[config.mk]
export PLATFORM = sky130hd
export DESIGN_NAME = pdiob_ctrl
export DESIGN_NICKNAME = d
export VERILOG_FILES = /design/src/core/pdiob_pkg.sv /design/src/core/pdiob_ctrl.sv /design/src/core/pdiob_sync.sv /design/src/core/pdiob_chain.sv
export SDC_FILE = /design/constraint.sdc
export NUM_CORES = 1
export LEC_CHECK = 0
export ABC_AREA = 0
export BUFFER_PORTS_ARGS = -buffer_cell sky130_fd_sc_hd__buf_2
export CAP_MARGIN = 20
export CORE_MARGIN = 4
export CORE_UTILIZATION = 50
export CTS_BUF_LIST = sky130_fd_sc_hd__clkbuf_4 sky130_fd_sc_hd__clkbuf_8
export DETAILED_ROUTE_END_ITERATION = 6
export GPL_TIMING_DRIVEN = 0
export PLACE_DENSITY = 0.71
export SLEW_MARGIN = 30
export SYNTH_ARGS = -nofsm -noshare
export SYNTH_HDL_FRONTEND = slang
export SYNTH_HIERARCHICAL = 1
export SYNTH_SLANG_ARGS = --single-unit
[constraint.sdc]
create_clock -name clk -period 4.05 [get_ports clk]
set_clock_uncertainty 0.2 [all_clocks]
set_input_delay 0.6075 -clock clk [delete_from_list [all_inputs] [get_ports clk]]
set_output_delay 0.6075 -clock clk [all_outputs]
set_load 0.01 [all_outputs]
[src/core/pdiob_pkg.sv]
package pdiob_pkg;
    localparam int DATA_W = 16;
    localparam int FC_W = 4;
    localparam int IRQ_W = 8;
    localparam int STROBE_W = 11;
    // bus bit 15 (the LSB) sits at vector index 0
    localparam int LSB_IDX = 0;
    localparam int CLK_PERIOD_NS = 10;
    localparam int ALU_CYCLE_NS = 160;
    localparam int REQ_LINE_NS = 320;
    localparam int ALU_CYC = ALU_CYCLE_NS / CLK_PERIOD_NS;
    localparam int REQ_LINE_CYC = REQ_LINE_NS / CLK_PERIOD_NS;
    localparam int SYNC_LAG_CYC = 3;
    localparam logic [FC_W-1:0] FC_ADD_OUT = 4'h1;
    localparam logic [FC_W-1:0] FC_IN_WORD = 4'h2;
    localparam logic [FC_W-1:0] FC_IN_BYTE = 4'h3;
    localparam logic [FC_W-1:0] FC_INC1 = 4'h4;
    localparam logic [FC_W-1:0] FC_INC2 = 4'h5;
    localparam logic [FC_W-1:0] FC_OUT_WORD = 4'h6;
    localparam logic [FC_W-1:0] FC_ADD_N = 4'h7;
    localparam logic [FC_W-1:0] FC_SET_PC = 4'h8;
    localparam logic [FC_W-1:0] FC_SHOW_ACC = 4'hC;
    localparam logic [FC_W-1:0] FC_SHOW_X2 = 4'hF;
    localparam logic [DATA_W-1:0] TABLE_STEP = 16'h0001;
    localparam logic [DATA_W-1:0] DEV_ADDR_DEF = 16'h0001;

    typedef enum logic [2:0] {ST_IDLE, ST_REQ, ST_ADDR, ST_XFER} pdiob_state_type;

    // controller sends a word while data-in is up
    function automatic logic needIn(input logic [FC_W-1:0] c);
        needIn = (c == FC_ADD_OUT) || (c == FC_IN_WORD) || (c == FC_IN_BYTE)
            || (c == FC_ADD_N) || (c == FC_SET_PC);
    endfunction

    // processor returns a word under the data-out window
    function automatic logic needOut(input logic [FC_W-1:0] c);
        needOut = (c == FC_ADD_OUT) || (c == FC_INC1) || (c == FC_INC2)
            || (c == FC_OUT_WORD) || (c == FC_ADD_N) || (c >= FC_SHOW_ACC);
    endfunction

    // processor returns a carry under the flag-valid window
    function automatic logic needFlag(input logic [FC_W-1:0] c);
        needFlag = (c == FC_ADD_OUT) || (c == FC_INC1) || (c == FC_INC2)
            || (c == FC_ADD_N);
    endfunction
endpackage

[src/core/pdiob_ctrl.sv]
`timescale 1ns/1ps
module pdiob_ctrl
    import pdiob_pkg::*;
#(
    parameter logic [pdiob_pkg::DATA_W-1:0] DEV_ADDR = pdiob_pkg::DEV_ADDR_DEF,
    parameter int HAS_STATUS = 1
) (
    input wire logic clk, // 100 MHz clock
    input wire logic rst_b, // synchronous reset, active low
    input wire logic [pdiob_pkg::DATA_W-1:0] dataBusIn, // data bus level
    output logic [pdiob_pkg::DATA_W-1:0] dataBusOut, // data bus drive value
    output logic dataBusOeB, // data bus drive, low = driving
    output logic [pdiob_pkg::FC_W-1:0] fcOut, // function code drive value
    output logic fcOeB, // function code drive, low = driving
    input wire logic requestStartWindow, // poll from processor
    output logic cycleRequest, // service request reply
    input wire logic statusIn, // status request line
    input wire logic addressIn, // address request line
    input wire logic dataIn, // data request line
    input wire logic dataOutWindow, // outgoing data marker
    input wire logic deviceAddressWindow, // device address marker
    input wire logic flagValidWindow, // carry valid marker
    input wire logic ioFlag, // returned carry
    input wire logic ioReset, // I/O reset from processor
    input wire logic priHiIn, // priority chain in, high level
    input wire logic priLoIn, // priority chain in, low level
    output logic priHiOut, // priority chain out, high level
    output logic priLoOut, // priority chain out, low level
    output logic stopRequest, // stop processor for status
    output logic upperMemRequest, // upper-memory select request
    output logic [pdiob_pkg::IRQ_W-1:0] interruptOut, // interrupt lines
    input wire logic [pdiob_pkg::IRQ_W-1:0] eventReq, // user events
    input wire logic [pdiob_pkg::DATA_W-1:0] statusWord, // status to report
    input wire logic cmdValid, // user command offered
    output logic cmdReady, // command accepted when both high
    input wire logic [pdiob_pkg::FC_W-1:0] cmdCode, // function code
    input wire logic [pdiob_pkg::DATA_W-1:0] cmdAddr, // address or PC value
    input wire logic [pdiob_pkg::DATA_W-1:0] cmdData, // word to send
    input wire logic cmdUrgent, // use high priority level
    output logic respValid, // one-cycle completion pulse
    output logic [pdiob_pkg::DATA_W-1:0] respData, // word returned
    output logic respCarry // carry returned
);
    import pdiob_pkg::*;

    // ----------------------------------------------------------
    // elaboration checks
    // ----------------------------------------------------------
    // the sync lag must fit well inside the shortest strobe
    if (REQ_LINE_CYC <= 2 * SYNC_LAG_CYC || ALU_CYC <= SYNC_LAG_CYC) begin : g_bad_rate
        $error("clock too slow for bus strobes");
    end
    if (HAS_STATUS < 0 || HAS_STATUS > 1) begin : g_bad_status
        $error("HAS_STATUS must be 0 or 1");
    end

    // ----------------------------------------------------------
    // pin synchronisers and edges
    // ----------------------------------------------------------
    logic [STROBE_W-1:0] strobeS;
    logic [STROBE_W-1:0] strobePrev_q;
    logic [DATA_W-1:0] dataS;
    logic rswS, stInS, adInS, dInS, dowS, dawS, iofwS, flagS, ioRstS, hiS, loS;
    logic rst;

    pdiob_sync #(.WIDTH(STROBE_W)) u_syncStrobe (
        .clk(clk),
        .rst_b(rst_b),
        .async({requestStartWindow, statusIn, addressIn, dataIn, dataOutWindow,
            deviceAddressWindow, flagValidWindow, ioFlag, ioReset, priHiIn, priLoIn}),
        .synced(strobeS)
    );
    pdiob_sync #(.WIDTH(DATA_W)) u_syncData (
        .clk(clk),
        .rst_b(rst_b),
        .async(dataBusIn),
        .synced(dataS)
    );

    assign {rswS, stInS, adInS, dInS, dowS, dawS, iofwS, flagS, ioRstS, hiS, loS} = strobeS;
    assign rst = !rst_b || ioRstS;

    always_ff @(posedge clk) begin
        if (!rst_b) begin
            strobePrev_q <= '0;
        end else begin
            strobePrev_q <= strobeS;
        end
    end

    logic stInRise, adInFall, dInFall, dowRise, dawRise, iofwRise;
    assign stInRise = stInS && !strobePrev_q[9];
    assign adInFall = !adInS && strobePrev_q[8];
    assign dInFall = !dInS && strobePrev_q[7];
    assign dowRise = dowS && !strobePrev_q[6];
    assign dawRise = dawS && !strobePrev_q[5];
    assign iofwRise = iofwS && !strobePrev_q[4];

    // ----------------------------------------------------------
    // device selection and start I/O
    // ----------------------------------------------------------
    pdiob_state_type state_q;
    logic sel_q;
    logic startPend_q;
    logic startEvent;
    logic accept;
    logic launchStart;

    // a table address arriving outside a transfer means start I/O
    assign startEvent = sel_q && dowRise && (state_q == ST_IDLE);
    assign accept = cmdValid && cmdReady;
    assign launchStart = startPend_q && (state_q == ST_IDLE) && !accept;

    always_ff @(posedge clk) begin
        if (rst) begin
            sel_q <= 1'b0;
        end else if (dawRise) begin
            sel_q <= (dataS == DEV_ADDR);
        end
    end

    logic [DATA_W-1:0] tableAddr_q;
    always_ff @(posedge clk) begin
        if (rst) begin
            startPend_q <= 1'b0;
            tableAddr_q <= '0;
        end else if (startEvent) begin
            startPend_q <= 1'b1;
            tableAddr_q <= dataS;
        end else if (launchStart) begin
            startPend_q <= 1'b0;
        end
    end

    // ----------------------------------------------------------
    // command sequencer
    // ----------------------------------------------------------
    logic [FC_W-1:0] code_q;
    logic [DATA_W-1:0] addr_q, data_q;
    logic urgent_q;
    logic gotIn_q, gotOut_q, gotFlag_q;
    logic grant;
    logic xferDone;

    assign xferDone = (gotIn_q || !needIn(code_q)) && (gotOut_q || !needOut(code_q))
        && (gotFlag_q || !needFlag(code_q));

    always_ff @(posedge clk) begin
        if (rst) begin
            state_q <= ST_IDLE;
            code_q <= '0;
            addr_q <= '0;
            data_q <= '0;
            urgent_q <= 1'b0;
        end else begin
            case (state_q)
                ST_IDLE: begin
                    if (accept) begin
                        code_q <= cmdCode;
                        addr_q <= cmdAddr;
                        data_q <= cmdData;
                        urgent_q <= cmdUrgent;
                        state_q <= ST_REQ;
                    end else if (launchStart) begin
                        code_q <= FC_ADD_N;
                        addr_q <= tableAddr_q;
                        data_q <= TABLE_STEP;
                        urgent_q <= 1'b1;
                        state_q <= ST_REQ;
                    end
                end
                ST_REQ: begin
                    if (adInS && cycleRequest) begin
                        state_q <= ST_ADDR;
                    end
                end
                ST_ADDR: begin
                    if (adInFall) begin
                        state_q <= ST_XFER;
                    end
                end
                ST_XFER: begin
                    if (xferDone) begin
                        state_q <= ST_IDLE;
                    end
                end
                default: state_q <= ST_IDLE;
            endcase
        end
    end

    always_ff @(posedge clk) begin
        if (rst) begin
            cmdReady <= 1'b0;
        end else begin
            cmdReady <= (state_q == ST_IDLE) && !accept && !launchStart;
        end
    end

    pdiob_chain u_chain (
        .clk(clk),
        .rst(rst),
        .hiIn(hiS),
        .loIn(loS),
        .wantHi((state_q == ST_REQ) && urgent_q),
        .wantLo((state_q == ST_REQ) && !urgent_q),
        .hiOut_q(priHiOut),
        .loOut_q(priLoOut),
        .grant_q(grant)
    );

    always_ff @(posedge clk) begin
        if (rst) begin
            cycleRequest <= 1'b0;
        end else if (state_q != ST_REQ || adInS) begin
            cycleRequest <= 1'b0;
        end else if (rswS && grant) begin
            cycleRequest <= 1'b1;
        end
    end

    // ----------------------------------------------------------
    // bus drivers
    // ----------------------------------------------------------
    // drive only in strobe
    always_ff @(posedge clk) begin
        if (rst) begin
            dataBusOut <= '0;
            dataBusOeB <= 1'b1;
            fcOut <= '0;
            fcOeB <= 1'b1;
        end else begin
            dataBusOeB <= 1'b1;
            fcOeB <= 1'b1;
            if (state_q == ST_ADDR && adInS) begin
                fcOut <= code_q;
                fcOeB <= 1'b0;
                dataBusOut <= addr_q;
                dataBusOeB <= 1'b0;
            end else if (state_q == ST_XFER && dInS && needIn(code_q)) begin
                dataBusOut <= data_q;
                dataBusOeB <= 1'b0;
            end else if (HAS_STATUS == 1 && sel_q && stInS) begin
                dataBusOut <= statusWord;
                dataBusOeB <= 1'b0;
            end
        end
    end

    always_ff @(posedge clk) begin
        if (rst || state_q == ST_IDLE) begin
            upperMemRequest <= 1'b0;
        end else if (state_q == ST_ADDR && adInS) begin
            upperMemRequest <= addr_q[LSB_IDX] && (code_q != FC_IN_BYTE);
        end
    end

    // ----------------------------------------------------------
    // returned word and carry
    // ----------------------------------------------------------
    always_ff @(posedge clk) begin
        if (rst || (state_q == ST_REQ)) begin
            gotIn_q <= 1'b0;
            gotOut_q <= 1'b0;
            gotFlag_q <= 1'b0;
        end else if (state_q == ST_XFER) begin
            gotIn_q <= gotIn_q || dInFall;
            gotOut_q <= gotOut_q || dowRise;
            gotFlag_q <= gotFlag_q || iofwRise;
        end
    end

    always_ff @(posedge clk) begin
        if (rst) begin
            respData <= '0;
            respCarry <= 1'b0;
            respValid <= 1'b0;
        end else begin
            respValid <= (state_q == ST_XFER) && xferDone;
            if (state_q == ST_XFER && dowRise) begin
                respData <= dataS;
            end
            if (state_q == ST_XFER && iofwRise) begin
                respCarry <= flagS;
            end
        end
    end

    // ----------------------------------------------------------
    // stop request and interrupts
    // ----------------------------------------------------------
    // cannot answer status; set wins over clear
    always_ff @(posedge clk) begin
        if (rst) begin
            stopRequest <= 1'b0;
        end else if (HAS_STATUS == 0 && sel_q && stInRise) begin
            stopRequest <= 1'b1;
        end else if (respValid) begin
            stopRequest <= 1'b0;
        end
    end

    always_ff @(posedge clk) begin
        if (rst) begin
            interruptOut <= '0;
        end else begin
            interruptOut <= eventReq;
        end
    end

    // ----------------------------------------------------------
    // checks
    // ----------------------------------------------------------
    a_bus_release: assert property (@(posedge clk) disable iff (rst)
        !dataBusOeB |-> $past(adInS) || $past(dInS) || $past(stInS))
        else $error("data bus driven without request line");
    a_fc_address: assert property (@(posedge clk) disable iff (rst)
        !fcOeB |-> !dataBusOeB && fcOut == $past(code_q) && $past(adInS))
        else $error("function code outside address phase");
    a_addr_value: assert property (@(posedge clk) disable iff (rst)
        !fcOeB |-> dataBusOut == $past(addr_q))
        else $error("wrong address during address-in");
    a_poll_reply: assert property (@(posedge clk) disable iff (rst)
        $rose(cycleRequest) |-> $past(rswS) && $past(grant))
        else $error("cycle request without poll");
    a_status_word: assert property (@(posedge clk) disable iff (rst)
        (HAS_STATUS == 1 && sel_q && stInS && state_q == ST_IDLE) |=>
            !dataBusOeB && dataBusOut == $past(statusWord))
        else $error("status not driven");
    a_stop_cause: assert property (@(posedge clk) disable iff (rst)
        $rose(stopRequest) |-> $past(stInRise) && HAS_STATUS == 0)
        else $error("stop request without status-in");
    a_io_reset: assert property (@(posedge clk) disable iff (!rst_b)
        ioRstS |=> state_q == ST_IDLE && dataBusOeB && !cycleRequest)
        else $error("I/O reset did not clear controller");
    a_upper_mem: assert property (@(posedge clk) disable iff (rst)
        $rose(upperMemRequest) |-> addr_q[LSB_IDX] && $past(adInS))
        else $error("upper memory request without odd address");
    a_start_code: assert property (@(posedge clk) disable iff (rst)
        (launchStart) |=> state_q == ST_REQ && code_q == FC_ADD_N
            && addr_q == $past(tableAddr_q))
        else $error("start I/O did not issue code 7");
endmodule

[src/core/pdiob_sync.sv]
`timescale 1ns/1ps
module pdiob_sync #(
    parameter int WIDTH = 1
) (
    input wire logic clk, // system clock
    input wire logic rst_b, // synchronous reset, active low
    input wire logic [WIDTH-1:0] async, // pin levels
    output logic [WIDTH-1:0] synced // two-stage result
);
    logic [WIDTH-1:0] meta_q;

    always_ff @(posedge clk) begin
        if (!rst_b) begin
            meta_q <= '0;
            synced <= '0;
        end else begin
            meta_q <= async;
            synced <= meta_q;
        end
    end
endmodule

[src/core/pdiob_chain.sv]
`timescale 1ns/1ps
module pdiob_chain (
    input wire logic clk, // system clock
    input wire logic rst, // combined reset, active high
    input wire logic hiIn, // high level chain in
    input wire logic loIn, // low level chain in
    input wire logic wantHi, // request at high level
    input wire logic wantLo, // request at low level
    output logic hiOut_q, // high level chain out
    output logic loOut_q, // low level chain out
    output logic grant_q // chain reaches us at our level
);
    // ----------------------------------------------------------
    // two levels on one chain
    // ----------------------------------------------------------
    // pass or block
    always_ff @(posedge clk) begin
        if (rst) begin
            hiOut_q <= 1'b0;
            loOut_q <= 1'b0;
            grant_q <= 1'b0;
        end else begin
            hiOut_q <= hiIn && !wantHi;
            loOut_q <= loIn && !wantLo && !wantHi;
            grant_q <= (wantHi && hiIn) || (wantLo && loIn);
        end
    end

    a_chain_block: assert property (@(posedge clk) disable iff (rst)
        hiOut_q |-> $past(hiIn) && !$past(wantHi))
        else $error("high chain passed while requesting");
endmodule

==> results of run 1 <==
-- worst min path at each step --
stage | startpoint | to | slack [ps] | cells past startpoint
global route | eventReq[2] | interruptOut[2] | 130 | 2
floorplan | u_syncStrobe/meta_q[10] | u_syncStrobe/synced[10] | 210 | 1
finish | eventReq[2] | interruptOut[2] | 160 | 2
detailed placement | u_syncData/meta_q[14] | u_syncData/synced[14] | 230 | 1
CTS | eventReq[2] | interruptOut[2] | 130 | 2
global placement | u_syncStrobe/meta_q[10] | u_syncStrobe/synced[10] | 220 | 1
-- placed cells by master (no fill, tap or decap), drive strengths merged, types with 6 or more instances in the layout --
master	count
a21oi	46
a22oi	24
a311oi	16
and2	78
buf	151
clkbuf	53
clkinvlp	6
dfxtp	173
inv	7
mux2i	16
nand2	134
nor2	43
o21ai	15
o221ai	10
-- cells by family after synthesis --
logic type	after synthesis
AO/OA/AOI/OAI	126
flip-flops	173
AND/OR/NAND/NOR	286
adder cells (fa/ha/maj)	5
buffers and inverters	46
multiplexers	16
other	1
-- per-stage QoR --
stage	util, %	worst slack, ps	cell area [µm²]	hold WS, ps
after floorplan	-	2020	6290	212
after global placement	59.3	1340	7210	220
after global routing	62.7	1330	7630	133
final	62.7	1630	7630	160
after CTS	62.7	1630	7630	135
after detailed placement	59.3	1310	7210	228
-- layer usage --
| metal | track usage [%] | vias to the layer above |
|---|---|---|
| met3 | 5.70 | 23 |
| met1 | 26.2 | 2308 |
| met2 | 32.9 | 175 |
| li1 | - | 2544 |
| met4 | 7.37 | 0 |
| met5 | 0 | - |
-- power by group through the flow --
stage               clock, mW  combinational, mW  sequential [mW]
global placement            0              0.408             1.88
detailed placement          0              0.422             1.88
finish                   1.22              0.424             1.84
global route             1.32              0.470             1.86
CTS                      1.24              0.425             1.84
floorplan                   0              0.287             1.87
-- worst max-delay path: cells and delay by family, from the launching register on --
| family | cells | cell delay, ps |
|---|---|---|
| adder cells (fa/ha/maj) | 1 | 140 |
| AND/OR/NAND/NOR | 2 | 360 |
| AO/OA/AOI/OAI | 1 | 120 |
| buffers and inverters | 4 | 1180 |
| flip-flops | 1 | 360 |
-- state kept, by name, summed over array words and instances (netlist names), 8 cells and up --
register	cells
data_q	16
tableAddr_q	16
dataBusOut	16
addr_q	16
u_syncStrobe/meta_q	11
u_syncData/synced	16
interruptOut	8
respData	16
u_syncData/meta_q	16
u_syncStrobe/synced	11
-- cell type report --
| type | instances | area [µm²] | area share [%] |
|---|---|---|---|
| clock buffer | 23 | 304 | 3.99 |
| inverter | 7 | 26.3 | 0.345 |
| multi-input combinational | 434 | 2570 | 33.8 |
| clock inverter | 9 | 110 | 1.44 |
| tap | 168 | 210 | 2.76 |
| buffer | 39 | 221 | 2.90 |
| sequential | 173 | 3460 | 45.4 |
| timing repair buffer | 143 | 716 | 9.38 |
==> metrics.txt, run 1 <==
Tot GR Track Use 20.4%; Rel. slew slack 52.0%; DRC 0; sequential share of power 52.9%; WL final 14500 µm; sw frac 25.7%; crit-path max FO 10; core area 0.0122 mm²; vias in the first global route 4887; final setup fails 0; Clock Path Buffers 2; worst-path cell chain inv_1 -> ha_1 -> clkbuf_1 -> and3_1 -> clkbuf_1 -> clkbuf_1 -> a22oi_1 -> nor2_1; Starting Density 51.7%; Synth Net Count 749; Clk Latency, worst-skew pair 450 ps; vias per inst 5.07; level count of the clock H-tree 4; largest cells by area after synthesis dfxtp_1 55%, nand2_1 8.0%, and2_2 5.7%, a21oi_1 3.7%, and2_1 3.0%; Avg Cell Area, Syn 9.63 µm²; row cnt 40; Pint 2.59 mW; uppermost layer routed met4; critical path class reg -> reg; worst r2r path cells 8; initial antenna violation count 0; sw power 0.895 mW; met2 wire length 6590 µm; largest net degree at the start of global routing 17; TritonRoute pass-1 iters 5; Yosys reg bits 173; Arrival @ worst endpoint 2610 ps; sequential area share after synthesis 55.1%; synth cell count leaders 173 x dfxtp_1, 134 x nand2_1, 48 x and2_2; Num CTS Buffers 17; final non-filler cell total 996; Compound-Gate Fraction of Synth Area 14.1%; CP endpoint data_q[12]; post-CTS setup repair buffer count 0; Tcrit/Tclk final 59.9%; Max VDD drop 202 µV; Clock Power Share 35.0%; clock sink total 173; Comb pwr share 12.2%; flop2flop setup slack 1630 ps; root buffer cell clkbuf_8; ys flop type dfxtp_1; HP Class in -> reg; top-count cell post-synth dfxtp_1; post-synthesis xor/xnor area fraction 0%; # fillers 1058; EDFF count, synth 0; hold_buf cts 0; wire per inst 14.6 µm; max-slew violations 0; fmax 413 MHz; final RePlAce weighted congestion 0.829; Post-Synth Adder-Cell Area 0.995%; fin crit period 2420 ps; Fin Setup TNS 0 ps; clk slew on worst S/H paths 80 ps; Crit path required time 4230 ps; post-CTS sizing 0; Post-Synth Simple-Gate Area 23.2%; CTS tree done; mapped cell area 0.00629 mm²; Buffers on Ports 143; Slew @ Worst Pin 720 ps; worst-path cell with the longest stage delay clkbuf_1; Vias 5050; dpl cells 964; Die H 120 µm; Leakage 3.08 nW; share of Yosys cell area claimed by the top area cell type 55.1%; Distinct cells, synth 52; post-synthesis mux area share 2.55%; type of destination of the critical path flip-flop; Final #Nets 911; crit path launch state_q[0]; RSZ-0062 raised after global routing no; CP Launch Type flip-flop; status complete, no violations; Reg-to-Reg Start state_q[0]; DRT met1 WL 6540 µm; met3 WL post-DR 1090 µm; Area Overhead vs Synth 21.3%; total gr overflow 0; cell taking the most area after synthesis dfxtp_1; hpwl dp 11100 µm; largest family of logic cells by synthesized area simple AND/OR/NAND/NOR gates; ant diodes 0; share of cells above drive strength 1 30.3%; total power 3.49 mW; cells after synthesis 653; DRT iter0 DRCs 377; final number of hold-violating endpoints 0; Die ar. 0.0144 mm²; first-pass GRT wire length 23600 µm; antenna-violating nets left 0; Die X-Extent 120 µm; Ys Warns 6; PD cells 457 mW/mm²; asr flop ratio synth 0%; Max-Cap Viols 0; r2r endpoint data_q[12]; Worst path most repeated cell clkbuf_1; slowest cell delay on critical path 410 ps; I/O pins 145
No activity file was read; power rests on OpenSTA's default activity.
==> inputs of run 2 (changes only) <==
Settings changed: PLACE_DENSITY 0.71 to 0.74.
Clock period 4.05 ns to 2 ns, I/O delays scaled along.
==> run 2 against run 1 <==
Compared with the run above: the run now ends with setup timing left; largest cell class unchanged; critical path depth decreased by 2; sequential share of layout area decreased by 5.4 points; total power increased by 110%; worst hold slack got worse by 110 ps; via count increased by 9.8%; wire length increased by 19%.
==> metrics.txt, run 2 (synthesis results as in run 1) <==
Max-Cap Viols 0; Slew @ Worst Pin 768 ps; Num CTS Buffers 17; # fillers 845; type of destination of the critical path flip-flop; DRT iter0 DRCs 448; Clk Latency, worst-skew pair 450 ps; vias in the first global route 5686; post-route setup slack -101 ps; failing checks setup timing; HP Class in -> reg; register area 0.00348 mm²; Vias 5545; wire per inst 15.8 µm; Leakage 3.54 nW; Fin Setup TNS -533 ps; final setup fails 10; I/O pins 145; level count of the clock H-tree 4; PD cells 853 mW/mm²; Die H 120 µm; max-slew violations 0; root buffer cell clkbuf_8; clock sink total 173; commonest cells after routing, fill and taps aside 167 x dfxtp_1, 147 x buf_2, 133 x nand2_1, 88 x dlygate4sd3_1, 48 x and2_2; most common cell after layout, fill and taps aside dfxtp_1; area of the multi-input gates 0.00269 mm²; Buffers on Ports 143; largest net degree at the start of global routing 17; Die ar. 0.0144 mm²; Starting Density 51.7%; Max VDD drop 462 µV; Arrival @ worst endpoint 2230 ps; Tcrit/Tclk final 105%; fin crit period 2100 ps; final number of hold-violating endpoints 0; share of cells above drive strength 1 32.1%; hpwl dp 11300 µm; Die X-Extent 120 µm; clk slew on worst S/H paths 90 ps; WL final 17200 µm; Area Overhead vs Synth 38.4%; Final #Nets 1001; CTS tree done; status finished with violations; vias per inst 5.10; crit-path max FO 5; row cnt 40; final RePlAce weighted congestion 0.840; DRC 0; antenna-violating nets left 0; Tot GR Track Use 23.9%; core area 0.0122 mm²; initial antenna violation count 0; final core occ 71.5%; worst slack at placement -527 ps; RSZ-0062 raised after global routing yes; first-pass GRT wire length 27500 µm; total gr overflow 0; Rel. slew slack 48.8%; Crit path required time 2130 ps; Clock Path Buffers 2; TritonRoute pass-1 iters 5; critical path class reg -> reg; CP Launch Type flip-flop; fmax 476 MHz; Hold Slack 51.8 ps
-- run 2: final timing paths --
kind                          start              end  slack [ps]  cells past startpoint
max reg2reg               code_q[1]    dataBusOut[7]        -100                      6
max                       code_q[1]    dataBusOut[7]        -100                      6
min                           rst_b  strobePrev_q[6]          50                      2
min reg2reg  u_syncStrobe/synced[3]        respCarry         230                      2
-- run 2: routing by layer --
metal  vias to the layer above  global-route usage [%]  share of wire (%)  routed length, µm
met5                         -                       0                  0                  0
met4                         0                    11.3                2.9                490
met3                        45                    5.56                6.6               1130
met2                       220                    40.3                 48               8240
met1                      2561                    28.8                 43               7320
li1                       2719                       -                  -                  -
-- run 2: timing repair --
| action | in CTS | in global routing |
|---|---|---|
| hold buffers | 88 | 0 |
| endpoints found under the hold margin | 88 | 0 |
| gates resized for setup | 31 | 25 |
| cloned | 1 | 0 |
| pin swaps | 5 | 10 |
| endpoints found under the setup margin | 74 | 59 |
| buffers inserted | 6 | 2 |
-- run 2: worst max-delay path, stage by stage, from the launching register on --
cell,delay (ps)
dfxtp_4,350
or4b_4,540
o221a_4,170
nor2_8,170
buf_12,160
mux2i_4,240
o221ai_2,140
-- run 2: power breakdown --
part | switching (mW) | internal, mW | total [mW] | leakage [nW]
Sequential | 0.118 | 3.63 | 3.75 | 1.42
Clock | 1.20 | 1.36 | 2.56 | 0.212
Combinational | 0.584 | 0.529 | 1.11 | 1.91
Total | 1.90 | 5.52 | 7.42 | 3.54
-- run 2: final cells by class --
class                   count  area share [%]
diodes                      1          0.0288
plain buffers              33            2.11
clock buffers              22            3.34
clock inverters            10            1.57
inverters                   7           0.302
multi-input cells         434            31.0
flip-flops and latches    173            40.0
well taps                 168            2.42
repair buffers            239            19.3
-- run 2: through the flow --
step / instances / total power, mW / area, µm²
floorplan: 653 / 4.37 / 6290
global placement: 964 / 4.63 / 7210
detailed placement: 964 / 4.68 / 7210
CTS: 1087 / 7.38 / 8670
global route: 1086 / 7.73 / 8700
finish: 1087 / 7.42 / 8700
==> inputs of run 3 (changes only) <==
Settings changed: CORE_UTILIZATION 50 to 25, PLACE_DENSITY 0.74 to 0.41.
==> run 3 against run 2 <==
Compared with the run above: the flow still finishes with violations (setup timing); wire length grew 8.0%; core utilization decreased by 35 points; sequential share of layout area shrank 0.80 points; clock power shrank 5%; global-route usage down 11 points; fmax rose by 0.41%; critical endpoint unchanged.
==> metrics.txt, run 3 (synthesis results as in run 1) <==
most common cell after layout, fill and taps aside dfxtp_1; # fillers 2597; total gr overflow 0; Fin Setup TNS -731 ps; largest net degree at the start of global routing 17; ant diodes 0; worst r2r path cells 6; CTS tree done; worst hold path endpoint strobePrev_q[4]; Clk Latency, worst-skew pair 460 ps; Worst Hold Path Cells 2; Vias 5180; vias per inst 4.18; vias in the first global route 5228; Slew @ Worst Pin 864 ps; status finished with violations; Clock Path Buffers 2; HP Class in -> reg; Crit path required time 2140 ps; hpwl dp 13700 µm; Tcrit/Tclk final 105%; Die X-Extent 167 µm; share of cells above drive strength 1 31.7%; TritonRoute pass-1 iters 4; post-route setup slack -91.9 ps; Area Overhead vs Synth 41.1%; fin crit period 2090 ps; hold_sp rst_b; fmax 478 MHz; Buffers on Ports 143; commonest cells after routing, fill and taps aside 167 x dfxtp_1, 146 x buf_2, 134 x nand2_1, 88 x dlygate4sd3_1, 49 x and2_2; Max VDD drop 319 µV; first-pass GRT wire length 29400 µm; Die H 167 µm; initial antenna violation count 0; DRT iter0 DRCs 251; type of destination of the critical path flip-flop; total power 7.29 mW; critical path class reg -> reg; final RePlAce weighted congestion 0.750; Leakage 3.53 nW; clk slew on worst S/H paths 100 ps; Rel. slew slack 42.4%; Die ar. 0.0277 mm²; CP Launch Type flip-flop; Num CTS Buffers 17; wire per inst 15.0 µm; WL final 18500 µm; I/O pins 145; final number of hold-violating endpoints 0; RSZ-0062 raised after global routing yes; clock sink total 173; max-slew violations 0; flop2flop setup slack -90 ps; Tot GR Track Use 13.2%; Final #Nets 999; r2r endpoint dataBusOut[7]; Reg-to-Reg Start code_q[0]; Arrival @ worst endpoint 2240 ps; PD cells 822 mW/mm²; level count of the clock H-tree 4; failing checks setup timing; antenna-violating nets left 0; final setup fails 16; Starting Density 25.6%; Max-Cap Viols 0; root buffer cell clkbuf_8; row cnt 57; crit-path max FO 5; DRC 0; core area 0.0245 mm²
run 3: cell type report:
| type | count | area, µm² | area share [%] |
|---|---|---|---|
| well taps | 324 | 405 | 4.57 |
| multi-input cells | 434 | 2680 | 30.2 |
| flip-flops and latches | 173 | 3480 | 39.2 |
| plain buffers | 33 | 215 | 2.43 |
| inverters | 7 | 26.3 | 0.296 |
| clock buffers | 19 | 262 | 2.95 |
| clock inverters | 13 | 130 | 1.47 |
| repair buffers | 237 | 1670 | 18.8 |
run 3: repair_timing:
action / 4_1_cts / 5_1_grt
cloned: 0 / 1
gates resized for setup: 31 / 16
pin swaps: 2 / 5
endpoints found under the hold margin: 88 / 0
buffers inserted: 4 / 1
hold buffers: 88 / 0
setup endpoints to repair: 84 / 54
run 3: critical path, cell delays in order (launching register included):
cell	delay, ps
dfxtp_4	360
or4b_4	540
o221a_4	170
nor2_8	170
buf_12	170
mux2i_4	240
o221ai_2	120
run 3: how the worst max path moves through the flow:
stage,slack (ps),start,cells past startpoint,to
4_1_cts,-90,code_q[0],6,dataBusOut[7]
5_1_grt,-140,code_q[0],6,dataBusOut[9]
3_3_place_gp,-600,state_q[0],8,dataBusOut[13]
2_1_floorplan,3,code_q[3],6,dataBusOut[11]
6_report,-90,code_q[0],6,dataBusOut[7]
3_5_place_dp,-650,rst_b,8,dataBusOut[5]
run 3: layer usage:
layer,track usage [%],up-vias,routed length (µm)
met5,0,-,0
met4,2.95,0,170
met3,3.84,10,943
met2,20.8,116,8260
met1,18.2,2334,9170
li1,-,2720,-
run 3: power by group:
group | total, mW | internal (mW) | switching [mW]
clock | 2.44 | 1.08 | 1.37
combinational | 1.10 | 0.527 | 0.570
sequential | 3.75 | 3.63 | 0.117
run 3: stage by stage:
stage	std cells	hold slack, ps	util [%]	worst slack, ps	cell area, µm²
finish	1240	62.6	36.2	-91.9	8870
global route	1240	40.6	36.2	-139	8870
CTS	1239	46.3	35.8	-91.4	8780
detailed placement	1120	226	30.2	-655	7410
global placement	1120	226	30.2	-604	7410
floorplan	653	212	-	2.53	6290
